===== src/logic/rsec_regs.svh =====
// offsets, field positions, reset values and timing counts of the block
`ifndef RSEC_REGS_SVH
`define RSEC_REGS_SVH

`define RSEC_ADDR_W          5
`define RSEC_DATA_W          8
`define RSEC_OFS_MODE        5'h01
`define RSEC_OFS_USER        5'h0F
`define RSEC_MODE_RUN_BIT    0
`define RSEC_MODE_CASC_BIT   1
`define RSEC_USER_SENSE0_BIT 0
`define RSEC_USER_SENSE1_BIT 1
`define RSEC_USER_EN0_BIT    2
`define RSEC_USER_EN1_BIT    3
`define RSEC_MODE_RESET      8'h00
`define RSEC_USER_RESET      8'h00
`define RSEC_UNMAPPED_READ   8'h00
`define RSEC_CLK_PERIOD_PS   5000
`define RSEC_RST_MIN_NS      160
`define RSEC_RST_SETTLE_NS   960
`define RSEC_SENSE_MIN_NS    160

`endif


===== src/logic/rsec_pkg.sv =====
// types shared by the reset, sense, enable and cascade block
`default_nettype none
package rsec_pkg;

   typedef enum logic [2:0] {
      RSEC_BUS_IDLE   = 3'b001,
      RSEC_BUS_ACCESS = 3'b010,
      RSEC_BUS_HOLD   = 3'b100
   } rsec_bus_state_t;

   typedef struct packed {
      logic       rd;
      logic [4:0] addr;
      logic [7:0] data;
      logic       par;
   } rsec_bus_req_t;

   typedef struct packed {
      logic [7:0] data;
      logic       par;
   } rsec_bus_rsp_t;

endpackage

`default_nettype wire


===== src/logic/rsec_top.sv =====
// reset, user sense/enable pins, cascade handshake and management access
`timescale 1ns/10ps
`default_nettype none
`include "rsec_regs.svh"

// Summary of operation
// - reset clears every internal register except the synchroniser ce_n bits, which load high, and the bus state, which loads RSEC_BUS_IDLE
// - reset forces stop mode, mode bit zero
// - sense input 0 held sets user bit 0
// - sense input 1 held sets user bit 1
// - sense bits stay set until bus clears
// - enable output 0 follows user bit 2
// - enable output 1 follows user bit 3
// - release ready when cascade mode and JK
// - cascade ready is open-drain, low until ready
// - internal logic runs on local byte clock
// - receive serial data on receive bit clock
// - transmit serial data on transmit bit clock
// - shift register block on transmit byte clock
module rsec_top
   import rsec_pkg::*;
(
   input  wire logic       clk,
   input  wire logic       reset_n,
   input  wire logic       ce_n,
   input  wire logic       rd_wr_n,
   input  wire logic [4:0] cb_addr,
   input  wire logic [7:0] cb_data_in,
   output logic      [7:0] cb_data_out,
   output logic            cb_data_oe_n,
   input  wire logic       cb_par_in,
   output logic            cb_par_out,
   output logic            cb_par_oe_n,
   input  wire logic       cb_par_en,
   output logic            ack_out,
   output logic            ack_oe_n,
   output logic            cb_par_error,
   input  wire logic       user_sense_in0,
   input  wire logic       user_sense_in1,
   output logic            user_enable_out0,
   output logic            user_enable_out1,
   output logic            sense_event,
   input  wire logic       jk_pair_rx,
   input  wire logic       cascade_start_in,
   output logic            cascade_start,
   output logic            cascade_ready_od,
   output logic            cascade_ready_oe_n,
   output logic            run_mode,
   output logic            cascade_mode_bit
);

   ////////////////////////////////////////////////////////////////////
   // pin synchronisers: three stages, a change counts when 2 and 3 agree
   // bits: 0 ce_n, 1 sense0, 2 sense1, 3 cascade start
   logic [3:0] pin_raw;
   logic [3:0] sync1;
   logic [3:0] sync2;
   logic [3:0] sync3;
   logic [3:0] pin_lvl;
   logic [3:0] next_sync1;
   logic [3:0] next_sync2;
   logic [3:0] next_sync3;
   logic [3:0] next_pin_lvl;
   logic [3:0] pin_high2;
   logic [3:0] next_pin_high2;

   assign pin_raw = {cascade_start_in, user_sense_in1, user_sense_in0, ce_n};

   genvar gi;
   generate
      for (gi = 0; gi < 4; gi = gi + 1) begin : g_sync
         always_comb begin
            next_sync1[gi]     = pin_raw[gi];
            next_sync2[gi]     = sync1[gi];
            next_sync3[gi]     = sync2[gi];
            next_pin_lvl[gi]   = (sync2[gi] == sync3[gi]) ? sync3[gi]
                                                           : pin_lvl[gi];
            // two agreeing high samples in a row
            next_pin_high2[gi] = sync2[gi] & sync3[gi];
         end
      end
   endgenerate

   // ce_n idles high so a floating bus never looks like a cycle
   always_ff @(posedge clk) begin
      if (!reset_n) begin
         sync1     <= 4'h1;
         sync2     <= 4'h1;
         sync3     <= 4'h1;
         pin_lvl   <= 4'h1;
         pin_high2 <= 4'h0;
      end else begin
         sync1     <= next_sync1;
         sync2     <= next_sync2;
         sync3     <= next_sync3;
         pin_lvl   <= next_pin_lvl;
         pin_high2 <= next_pin_high2;
      end
   end

   ////////////////////////////////////////////////////////////////////
   // management access: ce_n low starts it, ack held until ce_n rises
   rsec_bus_state_t state;
   rsec_bus_state_t next_state;
   rsec_bus_req_t   req;
   rsec_bus_req_t   next_req;
   rsec_bus_rsp_t   rsp;
   rsec_bus_rsp_t   next_rsp;
   logic [7:0]      mode_reg;
   logic [7:0]      next_mode_reg;
   logic [7:0]      user_reg;
   logic [7:0]      next_user_reg;
   logic            par_err;
   logic            next_par_err;
   logic            casc_armed;
   logic            next_casc_armed;
   logic            start_prev;
   logic            next_start_prev;
   logic            wr_ok;
   logic            par_bad;
   logic [1:0]      sense_set;
   logic [7:0]      rd_value;

   // odd parity over data and parity bit
   assign par_bad = ~(^{req.data, req.par});
   assign wr_ok   = (state == RSEC_BUS_ACCESS) && !req.rd
                    && !(cb_par_en && par_bad);
   assign sense_set = {pin_high2[2], pin_high2[1]};

   always_comb begin
      unique case (req.addr)
         `RSEC_OFS_MODE: rd_value = mode_reg;
         `RSEC_OFS_USER: rd_value = user_reg;
         default:        rd_value = `RSEC_UNMAPPED_READ;
      endcase
   end

   always_comb begin
      next_state = state;
      next_req   = req;
      next_rsp   = rsp;
      unique case (state)
         RSEC_BUS_IDLE: begin
            // bus pins are held stable while ce_n is low
            if (!pin_lvl[0]) begin
               next_state = RSEC_BUS_ACCESS;
               next_req   = '{rd: rd_wr_n, addr: cb_addr,
                              data: cb_data_in, par: cb_par_in};
            end
         end
         RSEC_BUS_ACCESS: begin
            next_state    = RSEC_BUS_HOLD;
            next_rsp.data = rd_value;
            next_rsp.par  = ~(^rd_value);
         end
         RSEC_BUS_HOLD: begin
            if (pin_lvl[0]) begin
               next_state = RSEC_BUS_IDLE;
            end
         end
      endcase
   end

   always_comb begin
      next_mode_reg = mode_reg;
      next_user_reg = user_reg;
      next_par_err  = (state == RSEC_BUS_ACCESS) && !req.rd
                      && cb_par_en && par_bad;
      if (wr_ok && req.addr == `RSEC_OFS_MODE) begin
         next_mode_reg = req.data;
      end
      if (wr_ok && req.addr == `RSEC_OFS_USER) begin
         // writing zero to a sense bit clears it, writing one keeps it
         next_user_reg = {req.data[7:2], user_reg[1:0] & req.data[1:0]};
      end
      // a new event beats a clear in the same cycle
      next_user_reg[`RSEC_USER_SENSE0_BIT] =
         next_user_reg[`RSEC_USER_SENSE0_BIT] | sense_set[0];
      next_user_reg[`RSEC_USER_SENSE1_BIT] =
         next_user_reg[`RSEC_USER_SENSE1_BIT] | sense_set[1];
   end

   ////////////////////////////////////////////////////////////////////
   // cascade: stay low until cascade mode and a JK pair arrive
   always_comb begin
      next_start_prev = pin_lvl[3];
      if (!mode_reg[`RSEC_MODE_CASC_BIT]) begin
         next_casc_armed = 1'b0;
      end else begin
         next_casc_armed = casc_armed | jk_pair_rx;
      end
   end

   // serial bit clocks and the shift block clock stay in the serdes
   always_ff @(posedge clk) begin
      if (!reset_n) begin
         state      <= RSEC_BUS_IDLE;
         req        <= '0;
         rsp        <= '0;
         mode_reg   <= `RSEC_MODE_RESET;
         user_reg   <= `RSEC_USER_RESET;
         par_err    <= 1'b0;
         casc_armed <= 1'b0;
         start_prev <= 1'b0;
      end else begin
         state      <= next_state;
         req        <= next_req;
         rsp        <= next_rsp;
         mode_reg   <= next_mode_reg;
         user_reg   <= next_user_reg;
         par_err    <= next_par_err;
         casc_armed <= next_casc_armed;
         start_prev <= next_start_prev;
      end
   end

   ////////////////////////////////////////////////////////////////////
   // outputs
   logic hold_rd;
   assign hold_rd = (state == RSEC_BUS_HOLD) && req.rd;

   assign cb_data_out        = rsp.data;
   assign cb_par_out         = rsp.par;
   assign cb_data_oe_n       = ~hold_rd;
   assign cb_par_oe_n        = ~hold_rd;
   assign ack_out            = 1'b0;
   assign ack_oe_n           = ~(state == RSEC_BUS_HOLD);
   assign cb_par_error       = par_err;
   assign user_enable_out0   = user_reg[`RSEC_USER_EN0_BIT];
   assign user_enable_out1   = user_reg[`RSEC_USER_EN1_BIT];
   assign sense_event        = user_reg[`RSEC_USER_SENSE0_BIT]
                               | user_reg[`RSEC_USER_SENSE1_BIT];
   // other devices' readiness is seen only through the wired line
   assign cascade_start      = pin_lvl[3] & ~start_prev;
   assign cascade_ready_od   = 1'b0;
   assign cascade_ready_oe_n = casc_armed;
   assign run_mode           = mode_reg[`RSEC_MODE_RUN_BIT];
   assign cascade_mode_bit   = mode_reg[`RSEC_MODE_CASC_BIT];

endmodule

`default_nettype wire


===== config.mk =====
export PLATFORM = sky130hd
export DESIGN_NAME = rsec_top
export DESIGN_NICKNAME = d
export VERILOG_FILES = /design/src/logic/rsec_pkg.sv /design/src/logic/rsec_top.sv
export VERILOG_INCLUDE_DIRS = /design/src /design/src/logic
export SDC_FILE = /design/constraint.sdc
export NUM_CORES = 1
export LEC_CHECK = 0
export BUFFER_PORTS_ARGS = -buffer_cell sky130_fd_sc_hd__buf_2
export CORE_MARGIN = 2
export CORE_UTILIZATION = 61
export CTS_BUF_LIST = sky130_fd_sc_hd__clkbuf_4
export DETAILED_ROUTE_END_ITERATION = 12
export PLACE_DENSITY = 0.84
export SYNTH_ARGS = -nofsm -noshare
export SYNTH_HDL_FRONTEND = slang
export SYNTH_SLANG_ARGS = --single-unit

===== constraint.sdc =====
create_clock -name clk -period 2.65 [get_ports clk]
set_input_delay 0.3975 -clock clk [delete_from_list [all_inputs] [get_ports clk]]
set_output_delay 0.3975 -clock clk [all_outputs]
set_load 0.01 [all_outputs]

[Yosys cells after proc, flatten, opt, wreduce, memory -nomap -nowiden]
Cells that the tools add are included.
Storage, ports and cells
  bits in registers: 63
  bits of input ports: 23
  output and inout bits: 22
  word-level logic and storage cells: 63
Cells by class
  eq/ne operators: 9
  muxes and demuxes: 5
  bitwise operators: 15
  reductions and logical operators: 15
Operators by type and width (number)
  8-bit case mux with 2 select lines: 1
  3-bit case mux with 3 select lines: 1
  9-bit XOR reduction: 1
  1-bit logical AND: 8
  8-bit XOR reduction: 1
  3-bit two-way mux: 2
  1-bit NOT: 6
  2-bit AND reduction: 3
  5-bit by 1-bit equality test with 1-bit output (second input constant): 1
  5-bit by 4-bit equality test with 1-bit output (second input constant): 1
  1-bit bitwise AND: 4
  2-bit != test (second input constant): 2
  1-bit OR: 4
  3-bit by 1-bit equality test with 1-bit output (second input constant): 1
  3-bit by 2-bit equality test with 1-bit output (second input constant): 1
  3-bit equality test (second input constant): 1
  2-bit bitwise AND: 1
  1-bit equality test: 2
  1-bit logical NOT: 2
  2-bit two-way mux: 1

[Depth between registers and ports, before layout]
  word-level depth: 8
  gate-level depth with buffers: 7
  gate-level depth less buffers: 6

[Least setup slack after synthesis]
No wires, ideal clock.
  path kind: reg-to-reg
  start point: register req[7] in the netlist's numbering
  end point: register mode_reg[1]
  setup time: 0.119 ns
  arrival: 1.579 ns
  required time: 2.531 ns
  path slack: 0.952 ns
  stages on the path, launching flop included: 8
  path buffers: 1
  clock period less this slack: 1.698 ns
  cells stage by stage: dfxtp_1 -> xor2_1 -> xnor3_1 -> xnor2_1 -> and2_4 -> nand3b_4 -> buf_12 -> mux2i_1
On the way
  word-level cells in the longest chain between the ends: 6
RTL lines
  start, declared: line rsec_top.sv:105  | rsec_bus_req_t req;
  start signal, assigned: line rsec_top.sv:207  | req <= next_req;
  9-bit XOR reduction: line rsec_top.sv:125  | assign par_bad = ~(^{req.data, req.par});
  1-bit NOT: line rsec_top.sv:125
  1-bit logical AND: line rsec_top.sv:127  | && !(cb_par_en && par_bad);
  1-bit logical NOT: line rsec_top.sv:127
  1-bit logical AND: line rsec_top.sv:127
  1-bit logical AND (no line)
  end signal, assigned: line rsec_top.sv:200  | mode_reg <= `RSEC_MODE_RESET;
  end signal, assigned: line rsec_top.sv:209  | mode_reg <= next_mode_reg;
  end, declared: line rsec_top.sv:109  | logic [7:0] mode_reg;
No other way between the ends.
A chain may end at the register's enable or synchronous reset.

[Final worst setup path]
  start point: register req[7] in the netlist's numbering
  end point: register user_reg[4]
On the way
  word-level cells in the longest chain between the ends: 6
RTL lines
  9-bit XOR reduction: line rsec_top.sv:125
  1-bit NOT: line rsec_top.sv:125
  1-bit logical AND: line rsec_top.sv:127
  1-bit logical NOT: line rsec_top.sv:127
  1-bit logical AND: line rsec_top.sv:127
  1-bit logical AND (no line)
  end signal, assigned: line rsec_top.sv:201  | user_reg <= `RSEC_USER_RESET;
  end signal, assigned: line rsec_top.sv:210  | user_reg <= next_user_reg;
  end, declared: line rsec_top.sv:111  | logic [7:0] user_reg;
No other way between the ends.

==> impl_metrics.env <==
export IMPL_yosysSeqAreaShare_pct=47.6
export IMPL_grtUsageTotal_pct=22.2
export IMPL_synthDistinctLibCells=37
export IMPL_power_total_w=0.00168
export IMPL_area_growth_pct=12.2
export IMPL_top_register="req"
export IMPL_io_buffers=42
export IMPL_cts_made_buffers=9
export IMPL_syn_area_sq_um=2600
export IMPL_cts_buffer_depth=2
export IMPL_drtAntennaViolNets=0
export IMPL_synth_edf_count=0
export IMPL_yosysTopAreaCellShare_pct=47.6
export IMPL_endpoint_kind="flip-flop"
export IMPL_placed_cell_area_sq_um=2790
export IMPL_die_area_sq_um=4810
export IMPL_grt_ovfl_total=0
export IMPL_final_common_cell="dfxtp_1"
export IMPL_regArea_sq_um=1240
export IMPL_slew_viol_final=0
export IMPL_power_density_nw_per_um2=573
export IMPL_post_cts_resized=0
export IMPL_setup_tns_ns=0
export IMPL_synth_area_leaders="dfxtp_1 (48%), nand2_1 (8.2%), mux2i_1 (5.4%), a21boi_0 (4.6%), o21ai_0 (3.3%)"
export IMPL_yosysTopAreaCell="dfxtp_1"
export IMPL_ir_worst_vdd_mv=0.377
export IMPL_hold_start="ce_n"
export IMPL_nets=349
export IMPL_async_flop_share_pct=0
export IMPL_setup_viol=0
export IMPL_rows=23
export IMPL_drc=0
export IMPL_maxCapViolations=0
export IMPL_fin_area_sq_um=2920
export IMPL_ys_ff_latch=62
export IMPL_outcome="finished clean"
export IMPL_cp_endpoint="user_reg[4]"
export IMPL_ys_warn_count=0
export IMPL_first_iter_violations=138
export IMPL_antenna_found_initial=0
export IMPL_gp_congestion=0.776
export IMPL_final_cell_mix="dfxtp_1 (62), nand2_1 (57), buf_2 (42)"
export IMPL_fmax_mhz=551
export IMPL_wl_per_cell_microns=12.7
export IMPL_startpoint="req[7]"
export IMPL_diodes=0
export IMPL_hold_buffers=0
export IMPL_grt_pass1_wl_microns=8560
export IMPL_startpoint_type="flip-flop"
export IMPL_fillCellCount=330
export IMPL_cts_tree="yes"
export IMPL_drive_gt1_share_pct=20.8
export IMPL_ys_flop_type="dfxtp_1"
export IMPL_die_w_microns=69.4
export IMPL_avgSynthCellArea_sq_um=9.08
export IMPL_place_ws_ns=0.855
export IMPL_max_slew_margin_rel_pct=52.3
export IMPL_grt_max_degree=50
export IMPL_post_cts_repair_setup_buffers=0
export IMPL_timing_rr_start="req[7]"
export IMPL_critPathRequiredTime_ns=2.98
export IMPL_largest_reg_flops=15
export IMPL_leakagePower_nw=1.20
export IMPL_grt_pass1_vias=1941
export IMPL_r2r_setup_slack_ns=0.84
export IMPL_criticalPathCategory="reg -> reg"
export IMPL_whs_ns=0.182
export IMPL_rr_endpoint="user_reg[4]"
export IMPL_fin_crit_sh_pct=68.4
export IMPL_multi_input_area_sq_um=1230
export IMPL_coreArea_sq_um=4060
export IMPL_vias=2031
export IMPL_hp_class="in -> reg"
export IMPL_finalCriticalPeriod_ns=1.81
export IMPL_dp_hpwl_microns=3410
export IMPL_clock_latency_ns=0.40
export IMPL_wirelength_microns=4840
export IMPL_dr_pass1_iters=4
export IMPL_fin_worst_skew_ns=0.0148
export IMPL_rsz0062_at_grt="false"
export IMPL_synth_cells=287
export IMPL_finalHoldViolCount=0
export IMPL_fin_ws_ns=0.836
export IMPL_arrival_ns=2.14
export IMPL_start_util_pct=64.2
export IMPL_cp_max_fo=8
export IMPL_die_h_microns=69.4
export IMPL_clock_sinks=62
export IMPL_vias_per_cell=5.33
export IMPL_reg2reg_depth=6
export IMPL_boundaryPins=45
export IMPL_ctsRootBufferMaster="clkbuf_4"
export IMPL_htree_levels=3
export IMPL_clk_pin_slew_worst_paths_ns=0.10
export IMPL_tightestPinTransition_ns=0.715
## cell families (layout without fill, tap and decap cells)
kind of cell              count (synthesis)  after routing  share of synthesized area [%]
xor gates and xnor gates                 11             11                           4.23
muxes                                    14             14                           5.38
DFF                                      62             62                           47.6
and+or+nand+nor                         117            117                           23.2
AOI/OAI and AO/OA                        58             58                           13.9
buffers and inverters                    24             67                           5.43
other                                     1              2                          0.144
## worst min-delay path by stage
stage                     slack [ns]  cells past startpoint       endpoint
after detailed placement        0.39                      1  next_sync3[0]
final                           0.18                      2  next_sync2[0]
after CTS                       0.17                      2  next_sync2[0]
after global placement          0.39                      1  next_sync3[0]
after global routing            0.18                      2  next_sync2[0]
after floorplan                 0.39                      1  next_sync3[0]
## worst max-delay path, stage by stage (launching register included)
cell and delay (ns):
dfxtp_1 0.39, xor2_1 0.16, xnor3_1 0.42, xnor2_1 0.13
and2_4 0.17, nor2_4 0.25, mux2i_1 0.21
## report_power, final
part	switching, W	internal [W]
Sequential	0.0000139	0.000949
Clock	0.000327	0.000303
Combinational	0.0000439	0.0000384
Total	0.000385	0.00129
## stage by stage
step,utilization [%],cells
finish,72.0,381
global route,72.0,381
CTS,72.0,381
detailed placement,68.7,365
global placement,68.7,365
floorplan,-,288
## synth_stat cells, drive strengths merged, types with 3 or more instances
cell type  count
dfxtp         62
nand2         57
o21ai         17
a21boi        16
mux2i         14
a21oi         12
and2          12
nand2b        12
nor2          10
buf            9
clkbuf         9
a22oi          8
xnor2          7
nor3           6
inv            5
nor4           5
a211oi         4
nor4b          4
and3           3
nand3          3
xor2           3
## routing by layer
| layer | wire length [microns] | GRT usage [%] | up-vias |
|---|---|---|---|
| met3 | 257 | 4.94 | 8 |
| met1 | 2340 | 29.5 | 919 |
| met2 | 2160 | 34.1 | 58 |
| met5 | 0 | 0 | - |
| li1 | - | - | 1046 |
| met4 | 86 | 11.1 | 0 |
## area by class of cell
cell class,instances,share of cell area [%]
flip-flops and latches,62,42.5
multi-input cells,202,42.0
repair buffers,46,8.22
clock buffers,11,2.83
well taps,50,2.14
clock inverters,5,1.71
inverters,5,0.642
No activity file was read; power rests on OpenSTA's default activity.
